### src/shared/wit_consts.svh
// Address map, keys, field positions, reset values and prescaler taps of the watchdog timer
`ifndef WIT_CONSTS_SVH
`define WIT_CONSTS_SVH

`define WIT_ADDR_W 28
`define WIT_A_TIMER_CONTROL_STATUS 28'h5FFFFB8
`define WIT_A_CTR_RD 28'h5FFFFB9
`define WIT_A_RST_WR 28'h5FFFFBA
`define WIT_A_RST_RD 28'h5FFFFBB
`define WIT_A_ISTAT 28'h5FFFFF0
`define WIT_A_ICLR 28'h5FFFFF1
`define WIT_A_IEN 28'h5FFFFF2

`define WIT_KEY_TIMER_CONTROL_STATUS 8'hA5
`define WIT_KEY_CTR 8'h5A
`define WIT_KEY_WATCHDOG_OVERFLOW_FLAG 8'hA5
`define WIT_KEY_RSTB 8'h5A

`define WIT_B_OVF 7
`define WIT_B_MODE 6
`define WIT_B_RUN 5
`define WIT_B_WATCHDOG_OVERFLOW_FLAG 7
`define WIT_B_INTERNAL_RESET_ENABLE 6
`define WIT_B_RESET_TYPE_SELECT 5
`define WIT_CKS_HI 2

`define WIT_TIMER_CONTROL_STATUS_PAD 2'h3
`define WIT_RST_PAD 5'h1F
`define WIT_CTR_RST 8'h00
`define WIT_CTR_MAX 8'hFF
`define WIT_CKS_RST 3'h0
`define WIT_BYTE_ZERO 8'h00
`define WIT_EV_RST 2'h0

`define WIT_EV_ITV 0
`define WIT_EV_WDT 1
`define WIT_NTAPS 8

`define WIT_PRE_W 13
`define WIT_PRE_RST 13'h0000
`define WIT_PRE_ONE 13'h0001
`define WIT_SH0 1
`define WIT_SH1 6
`define WIT_SH2 7
`define WIT_SH3 8
`define WIT_SH4 9
`define WIT_SH5 10
`define WIT_SH6 12
`define WIT_SH7 13

`endif

### src/shared/wit_pkg.sv
// Types shared by the watchdog timer design
package wit_pkg;
    typedef struct packed {
        logic [27:0] addr;
        logic [15:0] wdata;
        logic wr;
        logic rd;
    } wit_bus_t;

    typedef struct packed {
        logic [7:0] ctr;
        logic ovf;
        logic mode;
        logic run;
        logic [2:0] cks;
        logic watchdog_overflow_flag;
        logic internal_reset_enable;
        logic reset_type_select;
        logic arm_ovf;
        logic arm_watchdog_overflow_flag;
        logic [12:0] pre;
        logic [1:0] ev_stat;
        logic [1:0] ev_en;
        logic [7:0] rdata;
        logic itv_req;
        logic wdt_out;
        logic por_req;
        logic man_req;
    } wit_state_t;
endpackage

### src/rtl/wit_top.sv
// Watchdog and interval timer with register port, interrupt block and reset requests
`timescale 1ns/10ps
`default_nettype none
`include "wit_consts.svh"

module wit_top
    import wit_pkg::*;
(
    input wire logic sys_clk,
    input wire logic arst_n,
    input wire logic clk_en,
    input wire wit_bus_t bus,
    output logic [7:0] rdata,
    output logic irq,
    output logic interval_req,
    output logic watchdog_overflow_output,
    output logic por_req,
    output logic manual_req
);

    localparam wit_state_t ST_RST = '{
        ctr: `WIT_CTR_RST,
        ovf: 1'b0,
        mode: 1'b0,
        run: 1'b0,
        cks: `WIT_CKS_RST,
        watchdog_overflow_flag: 1'b0,
        internal_reset_enable: 1'b0,
        reset_type_select: 1'b0,
        arm_ovf: 1'b0,
        arm_watchdog_overflow_flag: 1'b0,
        pre: `WIT_PRE_RST,
        ev_stat: `WIT_EV_RST,
        ev_en: `WIT_EV_RST,
        rdata: `WIT_BYTE_ZERO,
        itv_req: 1'b0,
        wdt_out: 1'b0,
        por_req: 1'b0,
        man_req: 1'b0
    };

    localparam int unsigned TAP_SH [`WIT_NTAPS] = '{
        `WIT_SH0, `WIT_SH1, `WIT_SH2, `WIT_SH3,
        `WIT_SH4, `WIT_SH5, `WIT_SH6, `WIT_SH7
    };

    wit_state_t st_q;
    wit_state_t st_d;
    logic [`WIT_NTAPS-1:0] tap_tick;
    logic tick;
    logic ovf_evt;
    logic itv_evt;
    logic wdt_evt;
    logic [7:0] key;
    logic [7:0] wlo;
    logic wr_timer_control_status;
    logic wr_ctr;
    logic wr_watchdog_overflow_flag;
    logic wr_rstb;
    logic any_wr_b8;
    logic any_wr_ba;
    logic ovf_clr;
    logic watchdog_overflow_flag_clr;
    logic [1:0] ev_set;

    // One tick every 2**shift cycles of the prescaler, which counts while run is set and is held at zero while stopped
    for (genvar g = 0; g < `WIT_NTAPS; g++) begin : g_tap
        assign tap_tick[g] = &st_q.pre[TAP_SH[g]-1:0];
    end

    assign tick = tap_tick[st_q.cks];
    assign ovf_evt = st_q.run && tick && !wr_ctr && (st_q.ctr == `WIT_CTR_MAX);
    assign itv_evt = ovf_evt && !st_q.mode;
    assign wdt_evt = ovf_evt && st_q.mode;

    assign key = bus.wdata[15:8];
    assign wlo = bus.wdata[7:0];
    assign any_wr_b8 = bus.wr && (bus.addr == `WIT_A_TIMER_CONTROL_STATUS);
    assign any_wr_ba = bus.wr && (bus.addr == `WIT_A_RST_WR);
    // Keyed writes make a stray store unable to disturb the timer
    assign wr_timer_control_status = any_wr_b8 && (key == `WIT_KEY_TIMER_CONTROL_STATUS);
    assign wr_ctr = any_wr_b8 && (key == `WIT_KEY_CTR);
    assign wr_watchdog_overflow_flag = any_wr_ba && (key == `WIT_KEY_WATCHDOG_OVERFLOW_FLAG);
    assign wr_rstb = any_wr_ba && (key == `WIT_KEY_RSTB);
    assign ovf_clr = wr_timer_control_status && st_q.arm_ovf && !wlo[`WIT_B_OVF];
    assign watchdog_overflow_flag_clr = wr_watchdog_overflow_flag && st_q.arm_watchdog_overflow_flag && !wlo[`WIT_B_WATCHDOG_OVERFLOW_FLAG];
    assign ev_set = {wdt_evt, itv_evt};

    always_comb begin
        st_d = st_q;
        st_d.itv_req = 1'b0;
        st_d.wdt_out = 1'b0;
        st_d.por_req = 1'b0;
        st_d.man_req = 1'b0;
        st_d.rdata = `WIT_BYTE_ZERO;

        if (wr_timer_control_status) begin
            st_d.mode = wlo[`WIT_B_MODE];
            st_d.run = wlo[`WIT_B_RUN];
            st_d.cks = wlo[`WIT_CKS_HI:0];
            st_d.arm_ovf = 1'b0;
        end else if (any_wr_b8) begin
            st_d.arm_ovf = 1'b0;
        end
        if (ovf_clr) begin
            st_d.ovf = 1'b0;
        end

        if (wr_rstb) begin
            st_d.internal_reset_enable = wlo[`WIT_B_INTERNAL_RESET_ENABLE];
            st_d.reset_type_select = wlo[`WIT_B_RESET_TYPE_SELECT];
        end
        if (any_wr_ba) begin
            st_d.arm_watchdog_overflow_flag = 1'b0;
        end
        if (watchdog_overflow_flag_clr) begin
            st_d.watchdog_overflow_flag = 1'b0;
        end

        // Counter and prescaler
        if (wr_ctr) begin
            st_d.ctr = wlo;
        end else if (st_q.run && tick) begin
            st_d.ctr = st_q.ctr + 8'h01;
        end
        st_d.pre = st_q.run ? st_q.pre + `WIT_PRE_ONE : `WIT_PRE_RST;

        // Overflow actions; a set in the same cycle as a clear wins
        if (itv_evt) begin
            st_d.ovf = 1'b1;
            st_d.itv_req = 1'b1;
        end
        if (wdt_evt) begin
            st_d.watchdog_overflow_flag = 1'b1;
            st_d.wdt_out = 1'b1;
            st_d.por_req = st_q.internal_reset_enable && !st_q.reset_type_select;
            st_d.man_req = st_q.internal_reset_enable && st_q.reset_type_select;
            // Timer returns to reset state either way; the chip reset is outside
            st_d.ctr = `WIT_CTR_RST;
            st_d.mode = 1'b0;
            st_d.run = 1'b0;
            st_d.cks = `WIT_CKS_RST;
            st_d.ovf = 1'b0;
            st_d.arm_ovf = 1'b0;
            st_d.pre = `WIT_PRE_RST;
        end

        // A stopped counter sits at zero and ignores counter writes
        if (!st_d.run) begin
            st_d.ctr = `WIT_CTR_RST;
        end

        // Interrupt block: sticky status, write-one clear, set wins
        if (bus.wr && (bus.addr == `WIT_A_ICLR)) begin
            st_d.ev_stat = st_q.ev_stat & ~wlo[1:0];
        end
        if (bus.wr && (bus.addr == `WIT_A_IEN)) begin
            st_d.ev_en = wlo[1:0];
        end
        st_d.ev_stat = st_d.ev_stat | ev_set;

        // Read path, answer in the next cycle; unmapped reads give zero
        if (bus.rd) begin
            if (bus.addr == `WIT_A_TIMER_CONTROL_STATUS) begin
                st_d.rdata = {st_q.ovf, st_q.mode, st_q.run, `WIT_TIMER_CONTROL_STATUS_PAD, st_q.cks};
                if (st_q.ovf) begin
                    st_d.arm_ovf = 1'b1;
                end
            end else if (bus.addr == `WIT_A_CTR_RD) begin
                st_d.rdata = st_q.ctr;
            end else if (bus.addr == `WIT_A_RST_RD) begin
                st_d.rdata = {st_q.watchdog_overflow_flag, st_q.internal_reset_enable, st_q.reset_type_select, `WIT_RST_PAD};
                if (st_q.watchdog_overflow_flag) begin
                    st_d.arm_watchdog_overflow_flag = 1'b1;
                end
            end else if (bus.addr == `WIT_A_ISTAT) begin
                st_d.rdata = {6'h00, st_q.ev_stat};
            end else if (bus.addr == `WIT_A_IEN) begin
                st_d.rdata = {6'h00, st_q.ev_en};
            end else begin
                st_d.rdata = `WIT_BYTE_ZERO;
            end
        end
    end

    always_ff @(posedge sys_clk or negedge arst_n) begin
        if (!arst_n) begin
            st_q <= ST_RST;
        end else if (clk_en) begin
            st_q <= st_d;
        end
    end

    assign rdata = st_q.rdata;
    assign irq = |(st_q.ev_stat & st_q.ev_en);
    assign interval_req = st_q.itv_req;
    assign watchdog_overflow_output = st_q.wdt_out;
    assign por_req = st_q.por_req;
    assign manual_req = st_q.man_req;

    a_itv_flag_set: assert property (@(posedge sys_clk) disable iff (!arst_n)
        (clk_en && itv_evt) |=> st_q.ovf)
        else $error("interval overflow flag not set");

    a_itv_flag_clear: assert property (@(posedge sys_clk) disable iff (!arst_n)
        $fell(st_q.ovf) |-> $past(ovf_clr) || $past(wdt_evt))
        else $error("interval flag cleared without read then write zero");

    a_itv_request: assert property (@(posedge sys_clk) disable iff (!arst_n)
        (clk_en && ovf_evt && !st_q.mode) |=> interval_req && !watchdog_overflow_output)
        else $error("interval request missing");

    a_wdt_output: assert property (@(posedge sys_clk) disable iff (!arst_n)
        (clk_en && ovf_evt && st_q.mode) |=> watchdog_overflow_output && !interval_req)
        else $error("watchdog output missing");

    a_stop_holds: assert property (@(posedge sys_clk) disable iff (!arst_n)
        !st_q.run |-> (st_q.ctr == `WIT_CTR_RST))
        else $error("stopped counter not zero");

    a_start_counts: assert property (@(posedge sys_clk) disable iff (!arst_n)
        (clk_en && wr_timer_control_status && wlo[`WIT_B_RUN] && !wdt_evt) |=> st_q.run)
        else $error("run enable did not start counter");

    a_tap_period: assert property (@(posedge sys_clk) disable iff (!arst_n)
        (clk_en && st_q.run && st_q.cks == `WIT_CKS_RST && !wr_ctr && !bus.wr && tick) |=>
        !tick)
        else $error("divide by two tap ticks twice in a row");

    a_reset_with_out: assert property (@(posedge sys_clk) disable iff (!arst_n)
        (por_req || manual_req) |-> watchdog_overflow_output && $past(st_q.internal_reset_enable))
        else $error("internal reset not paired with watchdog output");

    a_watchdog_overflow_flag_set: assert property (@(posedge sys_clk) disable iff (!arst_n)
        (clk_en && wdt_evt) |=> st_q.watchdog_overflow_flag)
        else $error("watchdog flag not set");

    a_watchdog_overflow_flag_clear: assert property (@(posedge sys_clk) disable iff (!arst_n)
        $fell(st_q.watchdog_overflow_flag) |-> $past(watchdog_overflow_flag_clr))
        else $error("watchdog flag cleared without read then write zero");

    a_noreset_reinit: assert property (@(posedge sys_clk) disable iff (!arst_n)
        (clk_en && wdt_evt && !st_q.internal_reset_enable) |=>
        !por_req && !manual_req && !st_q.run && !st_q.mode && st_q.ctr == `WIT_CTR_RST)
        else $error("reset disabled overflow misbehaved");

    a_reset_kind: assert property (@(posedge sys_clk) disable iff (!arst_n)
        (clk_en && wdt_evt && st_q.internal_reset_enable) |=> (manual_req == $past(st_q.reset_type_select)) &&
        (por_req == !$past(st_q.reset_type_select)))
        else $error("wrong internal reset kind");

    a_count_step: assert property (@(posedge sys_clk) disable iff (!arst_n)
        (clk_en && st_q.run && tick && !bus.wr && st_q.ctr != `WIT_CTR_MAX) |=>
        st_q.ctr == $past(st_q.ctr) + 8'h01)
        else $error("counter did not step on tick");

    a_ctr_readback: assert property (@(posedge sys_clk) disable iff (!arst_n)
        (clk_en && bus.rd && bus.addr == `WIT_A_CTR_RD) |=> rdata == $past(st_q.ctr))
        else $error("counter read wrong");

    a_rst_pad_ones: assert property (@(posedge sys_clk) disable iff (!arst_n)
        (clk_en && bus.rd && bus.addr == `WIT_A_RST_RD) |=> rdata[4:0] == `WIT_RST_PAD)
        else $error("reset control unused bits not one");

    a_timer_control_status_pad_ones: assert property (@(posedge sys_clk) disable iff (!arst_n)
        (clk_en && bus.rd && bus.addr == `WIT_A_TIMER_CONTROL_STATUS) |=> rdata[4:3] == `WIT_TIMER_CONTROL_STATUS_PAD)
        else $error("control unused bits not one");

    a_bad_key: assert property (@(posedge sys_clk) disable iff (!arst_n)
        (clk_en && any_wr_b8 && key != `WIT_KEY_TIMER_CONTROL_STATUS && key != `WIT_KEY_CTR && !ovf_evt) |=>
        $stable(st_q.mode) && $stable(st_q.cks))
        else $error("unkeyed write changed control");

    a_freeze_all: assert property (@(posedge sys_clk) disable iff (!arst_n)
        !clk_en |=> $stable(st_q))
        else $error("state moved while clock enable low");

    a_itv_pulse_one: assert property (@(posedge sys_clk) disable iff (!arst_n)
        (clk_en && interval_req) |=> !interval_req)
        else $error("interval request longer than one cycle");

    a_wdt_pulse_one: assert property (@(posedge sys_clk) disable iff (!arst_n)
        (clk_en && watchdog_overflow_output) |=> !watchdog_overflow_output)
        else $error("watchdog output longer than one cycle");

    a_wdt_reinit: assert property (@(posedge sys_clk) disable iff (!arst_n)
        (clk_en && wdt_evt) |=> !st_q.run && !st_q.ovf && st_q.cks == `WIT_CKS_RST)
        else $error("control not reinitialised on watchdog overflow");

    a_pre_idle: assert property (@(posedge sys_clk) disable iff (!arst_n)
        (clk_en && !st_q.run) |=> st_q.pre == `WIT_PRE_RST)
        else $error("prescaler moved while stopped");

    a_ctr_write_run: assert property (@(posedge sys_clk) disable iff (!arst_n)
        (clk_en && wr_ctr && st_q.run) |=> st_q.ctr == $past(wlo))
        else $error("keyed counter write lost");

    a_ctr_write_stop: assert property (@(posedge sys_clk) disable iff (!arst_n)
        (clk_en && wr_ctr && !st_q.run) |=> st_q.ctr == `WIT_CTR_RST)
        else $error("stopped counter took a write");

    a_rdata_idle: assert property (@(posedge sys_clk) disable iff (!arst_n)
        (clk_en && !bus.rd) |=> rdata == `WIT_BYTE_ZERO)
        else $error("read data without a read");

    a_internal_reset_enable_write: assert property (@(posedge sys_clk) disable iff (!arst_n)
        (clk_en && wr_rstb && wlo[`WIT_B_INTERNAL_RESET_ENABLE]) |=> st_q.internal_reset_enable)
        else $error("reset enable write lost");

    a_reset_type_select_write: assert property (@(posedge sys_clk) disable iff (!arst_n)
        (clk_en && wr_rstb && !wlo[`WIT_B_RESET_TYPE_SELECT]) |=> !st_q.reset_type_select)
        else $error("reset select write lost");

    a_rst_bad_key: assert property (@(posedge sys_clk) disable iff (!arst_n)
        (clk_en && any_wr_ba && key != `WIT_KEY_WATCHDOG_OVERFLOW_FLAG && key != `WIT_KEY_RSTB) |=>
        $stable(st_q.internal_reset_enable) && $stable(st_q.reset_type_select))
        else $error("unkeyed write changed reset control");

    a_watchdog_overflow_flag_one_noop: assert property (@(posedge sys_clk) disable iff (!arst_n)
        (clk_en && wr_watchdog_overflow_flag && wlo[`WIT_B_WATCHDOG_OVERFLOW_FLAG] && st_q.watchdog_overflow_flag) |=> st_q.watchdog_overflow_flag)
        else $error("writing one cleared watchdog flag");

    a_ovf_one_noop: assert property (@(posedge sys_clk) disable iff (!arst_n)
        (clk_en && wr_timer_control_status && wlo[`WIT_B_OVF] && st_q.ovf && !wdt_evt) |=> st_q.ovf)
        else $error("writing one cleared interval flag");

    a_ovf_cleared: assert property (@(posedge sys_clk) disable iff (!arst_n)
        (clk_en && ovf_clr && !itv_evt) |=> !st_q.ovf)
        else $error("armed interval flag not cleared");

    a_watchdog_overflow_flag_cleared: assert property (@(posedge sys_clk) disable iff (!arst_n)
        (clk_en && watchdog_overflow_flag_clr && !wdt_evt) |=> !st_q.watchdog_overflow_flag)
        else $error("armed watchdog flag not cleared");

    a_wdt_status: assert property (@(posedge sys_clk) disable iff (!arst_n)
        (clk_en && wdt_evt) |=> st_q.ev_stat[`WIT_EV_WDT])
        else $error("watchdog status bit not set");

    a_itv_status: assert property (@(posedge sys_clk) disable iff (!arst_n)
        (clk_en && itv_evt) |=> st_q.ev_stat[`WIT_EV_ITV])
        else $error("interval status bit not set");

    a_itv_no_reset: assert property (@(posedge sys_clk) disable iff (!arst_n)
        (clk_en && itv_evt) |=> !por_req && !manual_req && !watchdog_overflow_output)
        else $error("interval overflow raised watchdog actions");

    a_wr_disarms: assert property (@(posedge sys_clk) disable iff (!arst_n)
        (clk_en && any_wr_ba && !bus.rd) |=> !st_q.arm_watchdog_overflow_flag)
        else $error("watchdog flag stayed armed after write");

    a_rst_read_flag: assert property (@(posedge sys_clk) disable iff (!arst_n)
        (clk_en && bus.rd && bus.addr == `WIT_A_RST_RD) |=> rdata[7] == $past(st_q.watchdog_overflow_flag))
        else $error("watchdog flag read wrong");

    a_timer_control_status_read_flag: assert property (@(posedge sys_clk) disable iff (!arst_n)
        (clk_en && bus.rd && bus.addr == `WIT_A_TIMER_CONTROL_STATUS) |=> rdata[7] == $past(st_q.ovf))
        else $error("interval flag read wrong");

endmodule
`default_nettype wire

### config.mk
export PLATFORM = sky130hd
export DESIGN_NAME = wit_top
export DESIGN_NICKNAME = d
export VERILOG_FILES = /design/src/shared/wit_pkg.sv /design/src/rtl/wit_top.sv
export VERILOG_INCLUDE_DIRS = /design/src /design/src/shared
export SDC_FILE = /design/constraint.sdc
export NUM_CORES = 1
export LEC_CHECK = 0
export BUFFER_PORTS_ARGS = -buffer_cell sky130_fd_sc_hd__clkbuf_2
export CAP_MARGIN = 20
export CORE_MARGIN = 1.5
export CORE_UTILIZATION = 59
export DETAILED_ROUTE_END_ITERATION = 8
export GPL_TIMING_DRIVEN = 0
export PLACE_DENSITY_LB_ADDON = 0.3
export SLEW_MARGIN = 20
export SYNTH_ARGS = -nofsm -noshare
export SYNTH_HDL_FRONTEND = slang
export SYNTH_SLANG_ARGS = --single-unit
export TNS_END_PERCENT = 100
### constraint.sdc
create_clock -name sys_clk -period 4.56 [get_ports sys_clk]
set_input_delay 0.456 -clock sys_clk [delete_from_list [all_inputs] [get_ports sys_clk]]
set_output_delay 0.456 -clock sys_clk [all_outputs]
set_load 0.005 [all_outputs]
==> impl_metrics.json <==
{
  "dr.pass1.iters": 6,
  "cts_max_level": 2,
  "overflow": 0,
  "hold_viol_final": 0,
  "synth_seq_area_share_pct": 40.3,
  "track_usage_pct": 29.8,
  "coreArea_mm2": 0.00479,
  "syn_area_mm2": 0.00298,
  "r2r_cells": 11,
  "synth_edf_count": 0,
  "cp.arrival_ns": 3.71,
  "synth_top_area_cell": "dfrtp_1",
  "busiest_layer": "met2",
  "multi_input_area_mm2": 0.00159,
  "fin_util_pct": 72.0,
  "cts-root-buf": "clkbuf_8",
  "cp_cell_sequence": "ha_1, and3_1, nand3_1, nor2_1, ha_1, mux2_2, a32oi_1, a311o_1, nor3_1, nand3_1, o2bb2ai_1",
  "avgRoutedWirePerCell_um": 17.0,
  "synthCells": 317,
  "ios": 62,
  "crit_path_max_fanout": 7,
  "grtUsageMet3_pct": 5.01,
  "final_layout_size_suffix_gt1_share_pct": 24.7,
  "cts_inserted_buffers": 5,
  "switching_share_pct": 26.9,
  "drc": 0,
  "synth_most_common_cell": "dfrtp_1",
  "clock-sinks": 48,
  "syn_avg_cell_area_um2": 9.39,
  "period_needed_ns": 3.49,
  "synthFlopType": "dfrtp_1",
  "synthTopCellsByCount": "48 x dfrtp_1, 24 x nand2_1, 24 x nor2_1",
  "grt_pass1_wl_um": 12500,
  "initial_core_util_pct": 62.2,
  "drt-total-wl_um": 7670,
  "hold_path_class": "in -> async",
  "worstMarginPinSlew_ns": 0.806,
  "async_flop_share_pct": 100,
  "final-seq-area_mm2": 0.00120,
  "slowest_stage": "nor3_1",
  "met2_usage_pct": 50.1,
  "ys_top_cells_by_area": "dfrtp_1 40%, o2bb2ai_1 6.5%, mux2i_1 3.0%",
  "rsz0062_at_grt": "false",
  "dieArea_mm2": 0.00548,
  "slowest_delay_ns": 0.69,
  "syn_to_final_growth_pct": 15.8,
  "tns_ns": 0,
  "maxCapViolCount": 0,
  "status": "complete, no violations",
  "internal_power_mw": 0.576,
  "vdd_ir_drop_max_v": 0.000146,
  "slew_headroom_pct": 45.9,
  "end_kind": "flip-flop",
  "grt_max_degree": 49,
  "whs_ns": 0.188,
  "fin_nets": 435,
  "synth_seq_cells": 48,
  "placed_area_mm2": 0.00336,
  "ant_nets": 0,
  "clock.fmax_mhz": 287,
  "synth_warnings": 0,
  "grt_pass1_vias": 2671,
  "leakagePower_nw": 1.52,
  "power_density_mw_per_mm2": 229,
  "diodes": 0,
  "drt_first_iter_violations": 221,
  "pwr-share-seq_pct": 55.5,
  "rows": 25,
  "min_period_over_period_pct": 76.5,
  "postCtsSetupBuffers": 0,
  "hpwl_um": 5790,
  "hold_buffers": 0,
  "synth_nets": 369,
  "fillers": 370,
  "clkPwrFrac_pct": 32.1,
  "synth_top_area_share_pct": 40.3,
  "cts_buffer_depth": 2,
  "skew_ns": 0.00564,
  "finalSetupViolCount": 0,
  "final_area_mm2": 0.00345,
  "cts_tree": "built",
  "pwr-share-comb_pct": 12.4,
  "crit_path_start_kind": "flip-flop",
  "clk_latency_ns": 0.30,
  "drv_slew": 0,
  "gp_congestion": 0.982,
  "die_x_um": 74.0,
  "vias": 2878,
  "gr-usage-met1_pct": 38.6,
  "io_buffers": 59,
  "drt-vias-per-instance": 6.38,
  "ys_types": 55,
  "required_ns": 4.78,
  "die_y_um": 74.0,
  "switchingPower_mw": 0.212,
  "antenna_found_initial": 0,
  "clkTransAtPathRegs_ns": 0.09,
  "cts-resized-gates": 0,
  "path_class": "reg -> reg"
}
logic make-up (layout without fill, tap and decap cells):
group / Yosys count / after routing / synth area share, %
compound gates: 84 / 84 / 21.1
simple gates: 132 / 132 / 25.9
flops: 48 / 48 / 40.3
mux: 14 / 14 / 4.92
xor+xnor: 1 / 1 / 0.294
fa+ha+maj: 3 / 3 / 1.26
buf+inv: 35 / 102 / 6.13
placed cells by master, fill, tap and decap left out, types with 4 or more instances in the layout:
cell	Yosys	routed
mux2_2	5	5
nand2_1	24	24
o221ai_1	5	5
mux2i_1	9	9
and3_1	10	10
and2_1	5	5
clkbuf_2	0	58
nand3_1	12	12
a22o_1	6	6
inv_1	15	15
or4bb_1	4	4
dfrtp_1	48	48
buf_4	9	9
o21ai_0	18	18
nor4_1	5	5
a21oi_1	11	11
nand4b_1	4	4
nand4_1	13	13
nor3_1	5	5
clkbuf_8	0	5
o22ai_1	4	4
clkbuf_1	6	6
nor2_1	24	24
nor2b_1	5	5
o2bb2ai_1	22	22
through the flow:
stage          setup WS [ns]  total power, mW  std cells
2_1_floorplan           1.74            0.494        317
4_1_cts                 1.13            0.790        451
3_5_place_dp            1.15            0.542        443
3_3_place_gp            1.14            0.540        443
5_1_grt                0.786            0.823        451
6_report                1.07            0.788        451
sequential cells by signal (all words and copies together) (netlist names):
name                      flops
interval_req                  1
manual_req                    1
por_req                       1
rdata                         8
st_q                         36
watchdog_overflow_output      1
power by group through the flow:
stage | clock network, mW | logic, mW | registers [mW]
2_1_floorplan | 0 | 0.0507 | 0.443
3_3_place_gp | 0 | 0.0946 | 0.445
3_5_place_dp | 0 | 0.0969 | 0.445
4_1_cts | 0.257 | 0.0970 | 0.437
5_1_grt | 0.277 | 0.108 | 0.438
6_report | 0.253 | 0.0975 | 0.438
routing by layer:
metal | routed length [µm] | up-vias
met3 | 618 | 27
met4 | 200 | 0
met1 | 3190 | 1348
li1 | - | 1333
met5 | 0 | -
met2 | 3660 | 170
worst max-delay path: cells and delay by family, from the launching register on:
kind	cells	cell delay, ns
simple gates	5	1.58
compound gates	3	0.75
fa+ha+maj	2	0.46
flops	1	0.44
mux	1	0.18
final cells by class:
type / count / area share [%]
Multi-Input combinational cell: 234 / 46.2
Sequential cell: 48 / 34.8
Timing Repair Buffer: 59 / 8.64
Buffer: 19 / 3.56
Tap cell: 67 / 2.43
Clock buffer: 5 / 2.00
Inverter: 16 / 1.74
Clock inverter: 3 / 0.544
worst paths after layout:
kind	from	endpoint	slack (ns)
min in group sys_clk	bus[4]	st_q[36]	0.40
setup reg to reg	st_q[16]	st_q[14]	1.07
setup / recovery	st_q[16]	st_q[14]	1.07
hold / removal	arst_n	st_q[25]	0.19
max in group asynchronous	arst_n	st_q[35]	3.96
hold reg to reg	st_q[30]	st_q[30]	0.49
(Power assumes the default switching activity.)
